`src/design/bmam_pkg.sv`:
```
package bmam_pkg;
    // program side
    localparam int PC_W = 13;
    localparam int PROG_SPACE_WORDS = 8192;
    localparam int INSTR_W = 14;
    localparam int PROG_AW_2K = 11;
    localparam int PROG_AW_4K = 12;
    localparam int LIT_W = 11;
    localparam int LATCH_W = 5;
    localparam logic [12:0] PC_RESET_VEC = 13'h0000;
    localparam logic [12:0] PC_IRQ_VEC = 13'h0004;
    localparam logic [12:0] PC_STEP = 13'h0001;

    // instruction cycle timing
    localparam int CLK_MHZ = 20;
    localparam int ICYC_NS = 200;
    localparam int CLKS_PER_ICYC = (ICYC_NS * CLK_MHZ + 999) / 1000;
    localparam int PH_W = 2;
    localparam logic [1:0] PH_LAST = 2'(CLKS_PER_ICYC - 1);
    localparam logic [1:0] PH_STEP = 2'h1;

    // data side
    localparam int DAT_W = 8;
    localparam int OFF_W = 7;
    localparam int DAT_AW = 9;
    localparam int RAM_AW = 8;
    localparam int RAM_DEPTH = 256;
    localparam logic [6:0] OFF_INDIRECT = 7'h00;
    localparam logic [6:0] OFF_PCL = 7'h02;
    localparam logic [6:0] OFF_STATUS = 7'h03;
    localparam logic [6:0] OFF_POINTER = 7'h04;
    localparam logic [6:0] OFF_PCLATCH = 7'h0A;
    localparam logic [6:0] OFF_INTCTL = 7'h0B;
    localparam logic [6:0] OFF_GPR_LO = 7'h20;
    localparam logic [6:0] OFF_COMMON_LO = 7'h70;
    localparam logic [1:0] BANK0 = 2'h0;
    localparam logic [1:0] BANK1 = 2'h1;
    localparam logic [1:0] BANK2 = 2'h2;
    localparam logic [7:0] RAM_BASE_B0 = 8'h00;
    localparam logic [7:0] RAM_BASE_B1 = 8'h60;
    localparam logic [7:0] RAM_BASE_B2 = 8'hB0;

    // status byte layout
    localparam int ST_INDIRECT_BANK_SELECT = 7;
    localparam int ST_BANK_SELECT_HIGH = 6;
    localparam int ST_BANK_SELECT_LOW = 5;
    localparam logic [7:0] STATUS_RST = 8'h18;
    localparam logic [7:0] POINTER_RST = 8'h00;
    localparam logic [7:0] INTCTL_RST = 8'h00;
    localparam logic [4:0] PCLATCH_RST = 5'h00;

    // return stack
    localparam int STACK_DEPTH = 8;
    localparam int STACK_PW = 3;
    localparam logic [2:0] STACK_STEP = 3'h1;

    typedef enum logic [1:0] {
        BMAM_PC_SEQ,
        BMAM_PC_GOTO,
        BMAM_PC_CALL,
        BMAM_PC_RET
    } bmam_pcop_t;
endpackage

```
`src/design/bmam_gpr_ram.sv`:
```
`timescale 1ns/1ps
module bmam_gpr_ram (
    input wire logic mclk_in,
    input wire logic we_in,
    input wire logic [bmam_pkg::RAM_AW-1:0] addr_in,
    input wire logic [bmam_pkg::DAT_W-1:0] wdata_in,
    output logic [bmam_pkg::DAT_W-1:0] rdata_out
);
    logic [bmam_pkg::DAT_W-1:0] mem_r [bmam_pkg::RAM_DEPTH];
    logic [bmam_pkg::DAT_W-1:0] q_r;

    // contents are undefined after reset, like any static ram
    always_ff @(posedge mclk_in)
    begin
        if (we_in)
        begin
            mem_r[addr_in] <= wdata_in;
        end
        q_r <= mem_r[addr_in];
    end

    assign rdata_out = q_r;
endmodule // bmam_gpr_ram

```
`src/design/bmam_ret_stack.sv`:
```
`timescale 1ns/1ps
module bmam_ret_stack (
    input wire logic mclk_in,
    input wire logic rst_n_in,
    input wire logic push_in,
    input wire logic pop_in,
    input wire logic [bmam_pkg::PC_W-1:0] push_data_in,
    output logic [bmam_pkg::PC_W-1:0] top_out
);
    logic [bmam_pkg::PC_W-1:0] ent_r [bmam_pkg::STACK_DEPTH];
    logic [bmam_pkg::STACK_PW-1:0] ptr_r;
    logic [bmam_pkg::STACK_PW-1:0] top_idx_w;

    assign top_idx_w = ptr_r - bmam_pkg::STACK_STEP;
    assign top_out = ent_r[top_idx_w];

    // pointer wraps
    // ninth push silently lands on the oldest entry, no overflow flag
    always_ff @(posedge mclk_in)
    begin
        if (!rst_n_in)
        begin
            ptr_r <= '0;
        end
        else if (push_in)
        begin
            ent_r[ptr_r] <= push_data_in;
            ptr_r <= ptr_r + bmam_pkg::STACK_STEP;
        end
        else if (pop_in)
        begin
            ptr_r <= top_idx_w;
        end
    end
endmodule // bmam_ret_stack

```
`src/design/bmam_top.sv`:
```
// Summary of operation
// - 13-bit program counter spans 8K words of 14 bits.
// - implemented program store is a 2K or 4K word parameter.
// - fetches above the implemented store wrap onto implemented words.
// - reset loads address 0000h; taken interrupt continues at 0004h.
// - status bits 6:5 pick data bank 0 to 3.
// - each bank holds 128 byte offsets up to 7Fh.
// - special registers at low offsets, general ram above them.
// - every bank has special registers; all are mirrored across banks.
// - data reachable by direct address or through the indirect pointer.
// - program and data buses are separate and work concurrently.
// - one instruction cycle per instruction, branches take two.
// - eight-deep hardware return stack for calls and interrupts.
// - unimplemented data locations read as zero.
// - indirect location redirects via pointer and holds no register.
// - status, pointer, pc low, latch and interrupt control in all banks.
// - pc bits 12:8 load from the 5-bit latch on pc writes.
`timescale 1ns/1ps
module bmam_top #(
    parameter int PROG_AW = bmam_pkg::PROG_AW_2K
) (
    input wire logic mclk_in,
    input wire logic rst_n_in,
    input wire logic [bmam_pkg::INSTR_W-1:0] prog_word_in,
    input wire bmam_pkg::bmam_pcop_t pc_op_in,
    input wire logic [bmam_pkg::LIT_W-1:0] pc_lit_in,
    input wire logic irq_take_in,
    input wire logic [bmam_pkg::OFF_W-1:0] dat_addr_in,
    input wire logic dat_rd_in,
    input wire logic dat_wr_in,
    input wire logic [bmam_pkg::DAT_W-1:0] dat_wdata_in,
    output logic [PROG_AW-1:0] prog_addr_out,
    output logic [bmam_pkg::PC_W-1:0] pc_out,
    output logic [bmam_pkg::INSTR_W-1:0] instr_out,
    output logic instr_flush_out,
    output logic cyc_end_out,
    output logic [bmam_pkg::DAT_W-1:0] dat_rdata_out,
    output logic dat_rvalid_out,
    output logic [bmam_pkg::DAT_W-1:0] status_out,
    output logic [bmam_pkg::DAT_W-1:0] intctl_out
);

    // instruction cycle phase
    logic [bmam_pkg::PH_W-1:0] ph_r;
    logic [bmam_pkg::PH_W-1:0] ph_nxt;
    logic cyc_end_r;

    // program counter state
    logic [bmam_pkg::PC_W-1:0] pc_r;
    logic [bmam_pkg::PC_W-1:0] pc_nxt;
    logic [PROG_AW-1:0] prog_addr_r;
    logic [bmam_pkg::INSTR_W-1:0] instr_r;
    logic flush_r;
    logic branch_w;
    logic push_w;
    logic pop_w;
    logic [bmam_pkg::PC_W-1:0] stk_top_w;
    logic [bmam_pkg::PC_W-1:0] jump_tgt_w;

    // core registers, mirrored in every bank
    logic [bmam_pkg::DAT_W-1:0] status_r;
    logic [bmam_pkg::DAT_W-1:0] indirect_address_pointer_r;
    logic [bmam_pkg::LATCH_W-1:0] pc_upper_latch_r;
    logic [bmam_pkg::DAT_W-1:0] intctl_r;
    logic pcl_pend_r;
    logic [bmam_pkg::DAT_W-1:0] pcl_pend_val_r;

    // data address decode
    logic ind_w;
    logic [bmam_pkg::DAT_AW-1:0] eff_addr_w;
    logic [bmam_pkg::OFF_W-1:0] eff_off_w;
    logic sel_pcl_w;
    logic sel_status_w;
    logic sel_pointer_w;
    logic sel_latch_w;
    logic sel_intctl_w;
    logic ram_hit_w;
    logic [bmam_pkg::RAM_AW-1:0] ram_idx_w;
    logic [bmam_pkg::DAT_W-1:0] sfr_val_w;
    logic [bmam_pkg::DAT_W-1:0] ram_q_w;
    logic pcl_wr_w;
    logic pcl_go_w;
    logic [bmam_pkg::DAT_W-1:0] pcl_low_w;

    // read pipeline
    logic rd1_r;
    logic ram_sel1_r;
    logic [bmam_pkg::DAT_W-1:0] sfr1_r;
    logic [bmam_pkg::DAT_W-1:0] rdata_r;
    logic rvalid_r;

    // maps a bank address onto the shared ram; top bit is the hit flag
    function automatic logic [8:0] ram_map(input logic [8:0] addr);
        logic [6:0] off;
        logic [7:0] rel;
        off = addr[6:0];
        rel = {1'b0, off} - {1'b0, bmam_pkg::OFF_GPR_LO};
        ram_map = '0;
        if (off >= bmam_pkg::OFF_COMMON_LO)
        begin
            ram_map = {1'b1, rel + bmam_pkg::RAM_BASE_B0};
        end
        else if (off >= bmam_pkg::OFF_GPR_LO)
        begin
            case (addr[8:7])
                bmam_pkg::BANK0: ram_map = {1'b1, rel + bmam_pkg::RAM_BASE_B0};
                bmam_pkg::BANK1: ram_map = {1'b1, rel + bmam_pkg::RAM_BASE_B1};
                bmam_pkg::BANK2: ram_map = {1'b1, rel + bmam_pkg::RAM_BASE_B2};
                default: ram_map = '0;
            endcase
        end
    endfunction

    assign ph_nxt = ph_r + bmam_pkg::PH_STEP;

    always_ff @(posedge mclk_in)
    begin
        if (!rst_n_in)
        begin
            ph_r <= '0;
            cyc_end_r <= 1'b0;
        end
        else
        begin
            ph_r <= ph_nxt;
            cyc_end_r <= (ph_nxt == bmam_pkg::PH_LAST);
        end
    end

    assign ind_w = (dat_addr_in == bmam_pkg::OFF_INDIRECT);
    assign eff_addr_w = ind_w
        ? {status_r[bmam_pkg::ST_INDIRECT_BANK_SELECT],
           indirect_address_pointer_r}
        : {status_r[bmam_pkg::ST_BANK_SELECT_HIGH:
                    bmam_pkg::ST_BANK_SELECT_LOW], dat_addr_in};
    assign eff_off_w = eff_addr_w[bmam_pkg::OFF_W-1:0];

    assign sel_pcl_w = (eff_off_w == bmam_pkg::OFF_PCL);
    assign sel_status_w = (eff_off_w == bmam_pkg::OFF_STATUS);
    assign sel_pointer_w = (eff_off_w == bmam_pkg::OFF_POINTER);
    assign sel_latch_w = (eff_off_w == bmam_pkg::OFF_PCLATCH);
    assign sel_intctl_w = (eff_off_w == bmam_pkg::OFF_INTCTL);

    assign {ram_hit_w, ram_idx_w} = ram_map(eff_addr_w);

    assign sfr_val_w = sel_pcl_w ? pc_r[bmam_pkg::DAT_W-1:0]
        : sel_status_w ? status_r
        : sel_pointer_w ? indirect_address_pointer_r
        : sel_latch_w ? {3'h0, pc_upper_latch_r}
        : sel_intctl_w ? intctl_r
        : 8'h00;

    bmam_gpr_ram u_ram (
        .mclk_in(mclk_in),
        .we_in(dat_wr_in & ram_hit_w),
        .addr_in(ram_idx_w),
        .wdata_in(dat_wdata_in),
        .rdata_out(ram_q_w)
    );

    always_ff @(posedge mclk_in)
    begin
        if (!rst_n_in)
        begin
            rd1_r <= 1'b0;
            ram_sel1_r <= 1'b0;
            sfr1_r <= '0;
            rdata_r <= '0;
            rvalid_r <= 1'b0;
        end
        else
        begin
            rd1_r <= dat_rd_in;
            ram_sel1_r <= ram_hit_w;
            sfr1_r <= sfr_val_w;
            rdata_r <= ram_sel1_r ? ram_q_w : sfr1_r;
            rvalid_r <= rd1_r;
        end
    end

    // core register writes; pc low is handled with the pc
    always_ff @(posedge mclk_in)
    begin
        if (!rst_n_in)
        begin
            status_r <= bmam_pkg::STATUS_RST;
            indirect_address_pointer_r <= bmam_pkg::POINTER_RST;
            pc_upper_latch_r <= bmam_pkg::PCLATCH_RST;
            intctl_r <= bmam_pkg::INTCTL_RST;
        end
        else if (dat_wr_in)
        begin
            if (sel_status_w)
                status_r <= dat_wdata_in;
            if (sel_pointer_w)
                indirect_address_pointer_r <= dat_wdata_in;
            if (sel_latch_w)
                pc_upper_latch_r <= dat_wdata_in[bmam_pkg::LATCH_W-1:0];
            if (sel_intctl_w)
                intctl_r <= dat_wdata_in;
        end
    end

    // a pc low write mid-cycle waits for the cycle end; a new write wins
    assign pcl_wr_w = dat_wr_in & sel_pcl_w;
    assign pcl_go_w = pcl_wr_w | pcl_pend_r;
    assign pcl_low_w = pcl_wr_w ? dat_wdata_in : pcl_pend_val_r;

    always_ff @(posedge mclk_in)
    begin
        if (!rst_n_in)
        begin
            pcl_pend_r <= 1'b0;
            pcl_pend_val_r <= '0;
        end
        else
        begin
            // a write on the cycle-end edge is consumed there, but stays armed if an interrupt is taken on that edge
            pcl_pend_r <= (pcl_wr_w | pcl_pend_r)
                & ~(cyc_end_r & ~irq_take_in);
            if (pcl_wr_w)
                pcl_pend_val_r <= dat_wdata_in;
        end
    end

    // call and goto keep latch bits 4:3 above the 11-bit literal
    assign jump_tgt_w = {pc_upper_latch_r[bmam_pkg::LATCH_W-1 -: 2],
                         pc_lit_in};

    always_comb
    begin
        pc_nxt = pc_r;
        branch_w = 1'b0;
        push_w = 1'b0;
        pop_w = 1'b0;
        if (cyc_end_r)
        begin
            if (irq_take_in)
            begin
                pc_nxt = bmam_pkg::PC_IRQ_VEC;
                push_w = 1'b1;
                branch_w = 1'b1;
            end
            else if (pcl_go_w)
            begin
                pc_nxt = {pc_upper_latch_r, pcl_low_w};
                branch_w = 1'b1;
            end
            else
            begin
                unique case (pc_op_in)
                    bmam_pkg::BMAM_PC_SEQ:
                        pc_nxt = pc_r + bmam_pkg::PC_STEP;
                    bmam_pkg::BMAM_PC_GOTO:
                    begin
                        pc_nxt = jump_tgt_w;
                        branch_w = 1'b1;
                    end
                    bmam_pkg::BMAM_PC_CALL:
                    begin
                        pc_nxt = jump_tgt_w;
                        push_w = 1'b1;
                        branch_w = 1'b1;
                    end
                    bmam_pkg::BMAM_PC_RET:
                    begin
                        pc_nxt = stk_top_w;
                        pop_w = 1'b1;
                        branch_w = 1'b1;
                    end
                endcase
            end
        end
    end

    bmam_ret_stack u_stack (
        .mclk_in(mclk_in),
        .rst_n_in(rst_n_in),
        .push_in(push_w),
        .pop_in(pop_w),
        .push_data_in(pc_r),
        .top_out(stk_top_w)
    );

    always_ff @(posedge mclk_in)
    begin
        if (!rst_n_in)
        begin
            pc_r <= bmam_pkg::PC_RESET_VEC;
            prog_addr_r <= bmam_pkg::PC_RESET_VEC[PROG_AW-1:0];
        end
        else
        begin
            pc_r <= pc_nxt;
            prog_addr_r <= pc_nxt[PROG_AW-1:0];
        end
    end

    // branch flushes prefetch
    // the word fetched behind a branch is stale, so the core runs a nop
    always_ff @(posedge mclk_in)
    begin
        if (!rst_n_in)
        begin
            instr_r <= '0;
            flush_r <= 1'b1;
        end
        else if (cyc_end_r)
        begin
            instr_r <= prog_word_in;
            flush_r <= branch_w;
        end
    end

    assign prog_addr_out = prog_addr_r;
    assign pc_out = pc_r;
    assign instr_out = instr_r;
    assign instr_flush_out = flush_r;
    assign cyc_end_out = cyc_end_r;
    assign dat_rdata_out = rdata_r;
    assign dat_rvalid_out = rvalid_r;
    assign status_out = status_r;
    assign intctl_out = intctl_r;
endmodule // bmam_top

```
`config.mk`:
```
export PLATFORM = sky130hd
export DESIGN_NAME = bmam_top
export DESIGN_NICKNAME = d
export VERILOG_FILES = /design/src/design/bmam_pkg.sv /design/src/design/bmam_gpr_ram.sv /design/src/design/bmam_ret_stack.sv /design/src/design/bmam_top.sv
export SDC_FILE = /design/constraint.sdc
export NUM_CORES = 2
export LEC_CHECK = 0
export BUFFER_PORTS_ARGS = -buffer_cell sky130_fd_sc_hd__buf_2
export CELL_PAD_IN_SITES_DETAIL_PLACEMENT = 1
export CELL_PAD_IN_SITES_GLOBAL_PLACEMENT = 2
export CORE_MARGIN = 2
export CORE_UTILIZATION = 40
export CTS_CLUSTER_DIAMETER = 40
export DETAILED_ROUTE_END_ITERATION = 7
export PLACE_DENSITY_LB_ADDON = 0.2
export SLEW_MARGIN = 20
export SYNTH_ARGS = -nofsm -noshare
export SYNTH_HDL_FRONTEND = slang
export SYNTH_SLANG_ARGS = --single-unit
export TNS_END_PERCENT = 5
```
`constraint.sdc`:
```
create_clock -name mclk_in -period 5.1 [get_ports mclk_in]
set_input_delay 1.02 -clock mclk_in [delete_from_list [all_inputs] [get_ports mclk_in]]
set_output_delay 1.02 -clock mclk_in [all_outputs]
set_load 0.03 [all_outputs]
```
==> flow_summary_export.csv <==
group,metric,value,unit
run_status,status,"complete, but fails checks",
run_status,violations,"DRC",
floorplanning,dieArea,220400,µm²
floorplanning,die_h,469.5,µm
yosys,synth.distinct_cells,83,
sta,slew_headroom,0.2263,
finish,layout.nets,6789,
clocking,cts_resized,0,
critical_path,startpoint_type,"input pin",
floorplanning,start_util,0.4031,
critical_path,arrival,5.61,ns
routing,vias_per_cell,6.041,
routing,ant_nets,0,
critical_path,crit_fanout,20,
placement,post-place-cells,9206,
floorplanning,core_area,215000,µm²
critical_path,end_kind,"flip-flop",
clocking,clock_path_buffers,4,
pwr,p_sw_frac,0.2333,
clocking,root_buffer,"clkbuf_16",
finish,drive_above_1_share,0.2473,
sta,fin_skew,0.08560,ns
finish,syn2layout_area_growth,26.43,%
clocking,ctsHoldBuffers,0,
clocking,post_cts_buffers,0,
yosys,netlist.area_leader.share,0.7455,
pwr,intPower,36630,µW
sta,layout_setup_ws,0.2986,ns
yosys,synth_most_common_cell,"edfxtp_1",
sta,finalHoldViolations,0,
hold_path,hp-start,"dat_rd_in",
grt,first_global_vias,60397,
clocking,clock_sinks,2251,
yosys,yosysWarnings,0,
pwr,combPwrFrac,0.061,
grt,grt_pass1_wl,453800,µm
grt,antenna_found_initial,26,
floorplanning,die_w,469.5,µm
routing,first_pass_iters,8,
pwr,total_power,47770,µW
grt,grt_util_all_layers,0.2847,
pwr,p_sw,11140,µW
pwr,clockPowerShare,0.512,
finish,final_cells,9848,
sta,setup_viol,0,
routing,routed_wl,320100,µm
pwr,vdd_drop_max,0.3395,mV
grt,overflow,0,
yosys,synth_fp_nets,5826,
critical_path,crit_type,"in2reg",
placement,port_buffers,111,
sta,post-route-period-util,0.9415,
yosys,synth_area_leader_cell,"edfxtp_1",
yosys,synth-edff-count,2152,
pwr,power.leakage,0.03707,µW
placement,place_congestion,0.9108,
yosys,ys_top_cells_by_area,"edfxtp_1 75%, nand2_1 3.5%, a21oi_1 2.9%, a221oi_1 2.6%, dfxtp_1 2.3%",
critical_path,cp.required,5.91,ns
yosys,syn_area_per_cell,15.03,µm²
pwr,seq_power_share,0.426,
routing,initialDrtViolationCount,8136,
yosys,async_reset_ff_frac,0,
sta,finalCriticalPeriod,4.801,ns
yosys,ys.flop_type,"edfxtp_1",
placement,pre_cts_ws,-0.4801,ns
routing,vias,59488,
sta,grt_setup_unrepaired,"false",
yosys,synth_commonest_cells,"2152 x edfxtp_1, 814 x nand2_1, 496 x a21oi_1, 374 x nor2_1, 255 x a221oi_1",
hold_path,min_path_type,"in2reg",
yosys,seq_area_frac_synth,0.7684,
routing,wl_per_cell,32.50,µm
yosys,synthCells,5766,
flow_run,cap_violations,0,
yosys,ys_seq_elements,2251,
clocking,clk_pin_slew,0.06,ns
grt,grt_max_degree,120,
clocking,cts_inserted_buffers,359,
clocking,htreeDepth,5,
placement,dp_hpwl,205600,µm
floorplanning,pin_count,112,
floorplanning,placementRows,170,
critical_path,worstReg2RegStart,"indirect_address_pointer_r[4]",
critical_path,crit_start,"dat_addr_in[1]",
sta,tightest_slew,1.146,ns
sta,timing.fmax,208.3,MHz
clocking,clk-insertion-delay-late,0.97,ns
sta,report.final.slew_viol_count,0,
routing,drc,12,
pwr,cellPowerDensity,435.9,nW/µm²
sta,worst_hold_slack,0.2947,ns
clocking,cts_tree,"built",
yosys,synth.cell_area,86680,µm²
## worst max-delay path, stage by stage
cell and delay (ns):
buf_2 0.09, buf_4 0.23, nor4_4 0.08, a31oi_1 0.36, inv_2 0.07, ha_1 0.21
and2_1 0.15, a22o_1 0.31, buf_4 0.24, o21ai_4 0.50, buf_12 0.29, o22ai_1 0.14
a211oi_1 0.58, o21ai_1 0.22, or4_1 0.54, or4b_1 0.52
## flip-flops by register name, indices dropped and copies added, names as in the netlist, 8 cells and up
register and flops:
u_ram.mem_r 2048, status_out 8, prog_addr_out 11, indirect_address_pointer_r 8, sfr1_r 8, pcl_pend_val_r 8
u_ram.rdata_out 8, instr_out 14, dat_rdata_out 8, intctl_out 8, u_stack.ent_r 104
## metrics by stage
stage / utilization / cell area [µm²] / TNS, ns
3_5_place_dp: 0.4535 / 97520 / -2.719
2_1_floorplan: - / 86680 / -5.473
5_1_grt: 0.5096 / 109600 / 0
3_3_place_gp: 0.4535 / 97520 / -2.707
6_report: 0.5096 / 109600 / 0
4_1_cts: 0.5096 / 109600 / 0
## placed cells by master (no fill, tap or decap), drive strengths merged, types with 60 or more instances in the layout
master | Yosys | final
edfxtp | 2152 | 2152
buf | 189 | 1025
nand2 | 815 | 815
a21oi | 496 | 496
clkbuf | 234 | 396
nor2 | 378 | 378
a221oi | 255 | 255
a222oi | 176 | 176
o21ai | 146 | 146
o22ai | 127 | 127
dfxtp | 99 | 99
clkinv | 1 | 98
inv | 15 | 66
a22oi | 63 | 63
mux2i | 60 | 60
## power groups by stage
stage / sequential, µW / combinational, µW / clock, µW
floorplan: 20700 / 1080 / 0
global placement: 20700 / 2840 / 0
detailed placement: 20700 / 2870 / 0
CTS: 20400 / 2890 / 24800
global route: 20400 / 3030 / 25500
finish: 20400 / 2920 / 24500
## worst paths after layout
check | to | slack, ns | cells past startpoint
setup / recovery | u_ram.rdata_out[6] | 0.30 | 16
hold reg to reg | ph_r[0] | 0.41 | 1
hold / removal | rd1_r | 0.29 | 2
setup reg to reg | u_ram.rdata_out[6] | 0.44 | 13
## routing by layer
| layer | up-vias | track usage | routed length (µm) |
|---|---|---|---|
| met4 | 14 | 0.09617 | 10930 |
| met2 | 2986 | 0.4464 | 148000 |
| met5 | - | 0 | 95 |
| met3 | 565 | 0.05887 | 29430 |
| met1 | 31081 | 0.3954 | 131600 |
| li1 | 24842 | - | - |
## final cells by class
class                   count  area (µm²)
repair buffers           1025        8736
fillers                 20599      105500
flip-flops and latches   2251       66610
well taps                2838        3551
clock inverters           243        2878
multi-input cells        3076       18570
inverters                  16       60.06
diodes                      3       7.507
clock buffers             396        9185
## logic make-up after synthesis
family / synth area share
flops: 0.7684
compound gates: 0.1249
simple gates: 0.06735
buf+inv: 0.02120
mux: 0.01576
fa+ha+maj: 0.001877
xor+xnor: 0.0005053
Power figures use the tool's default switching activity.
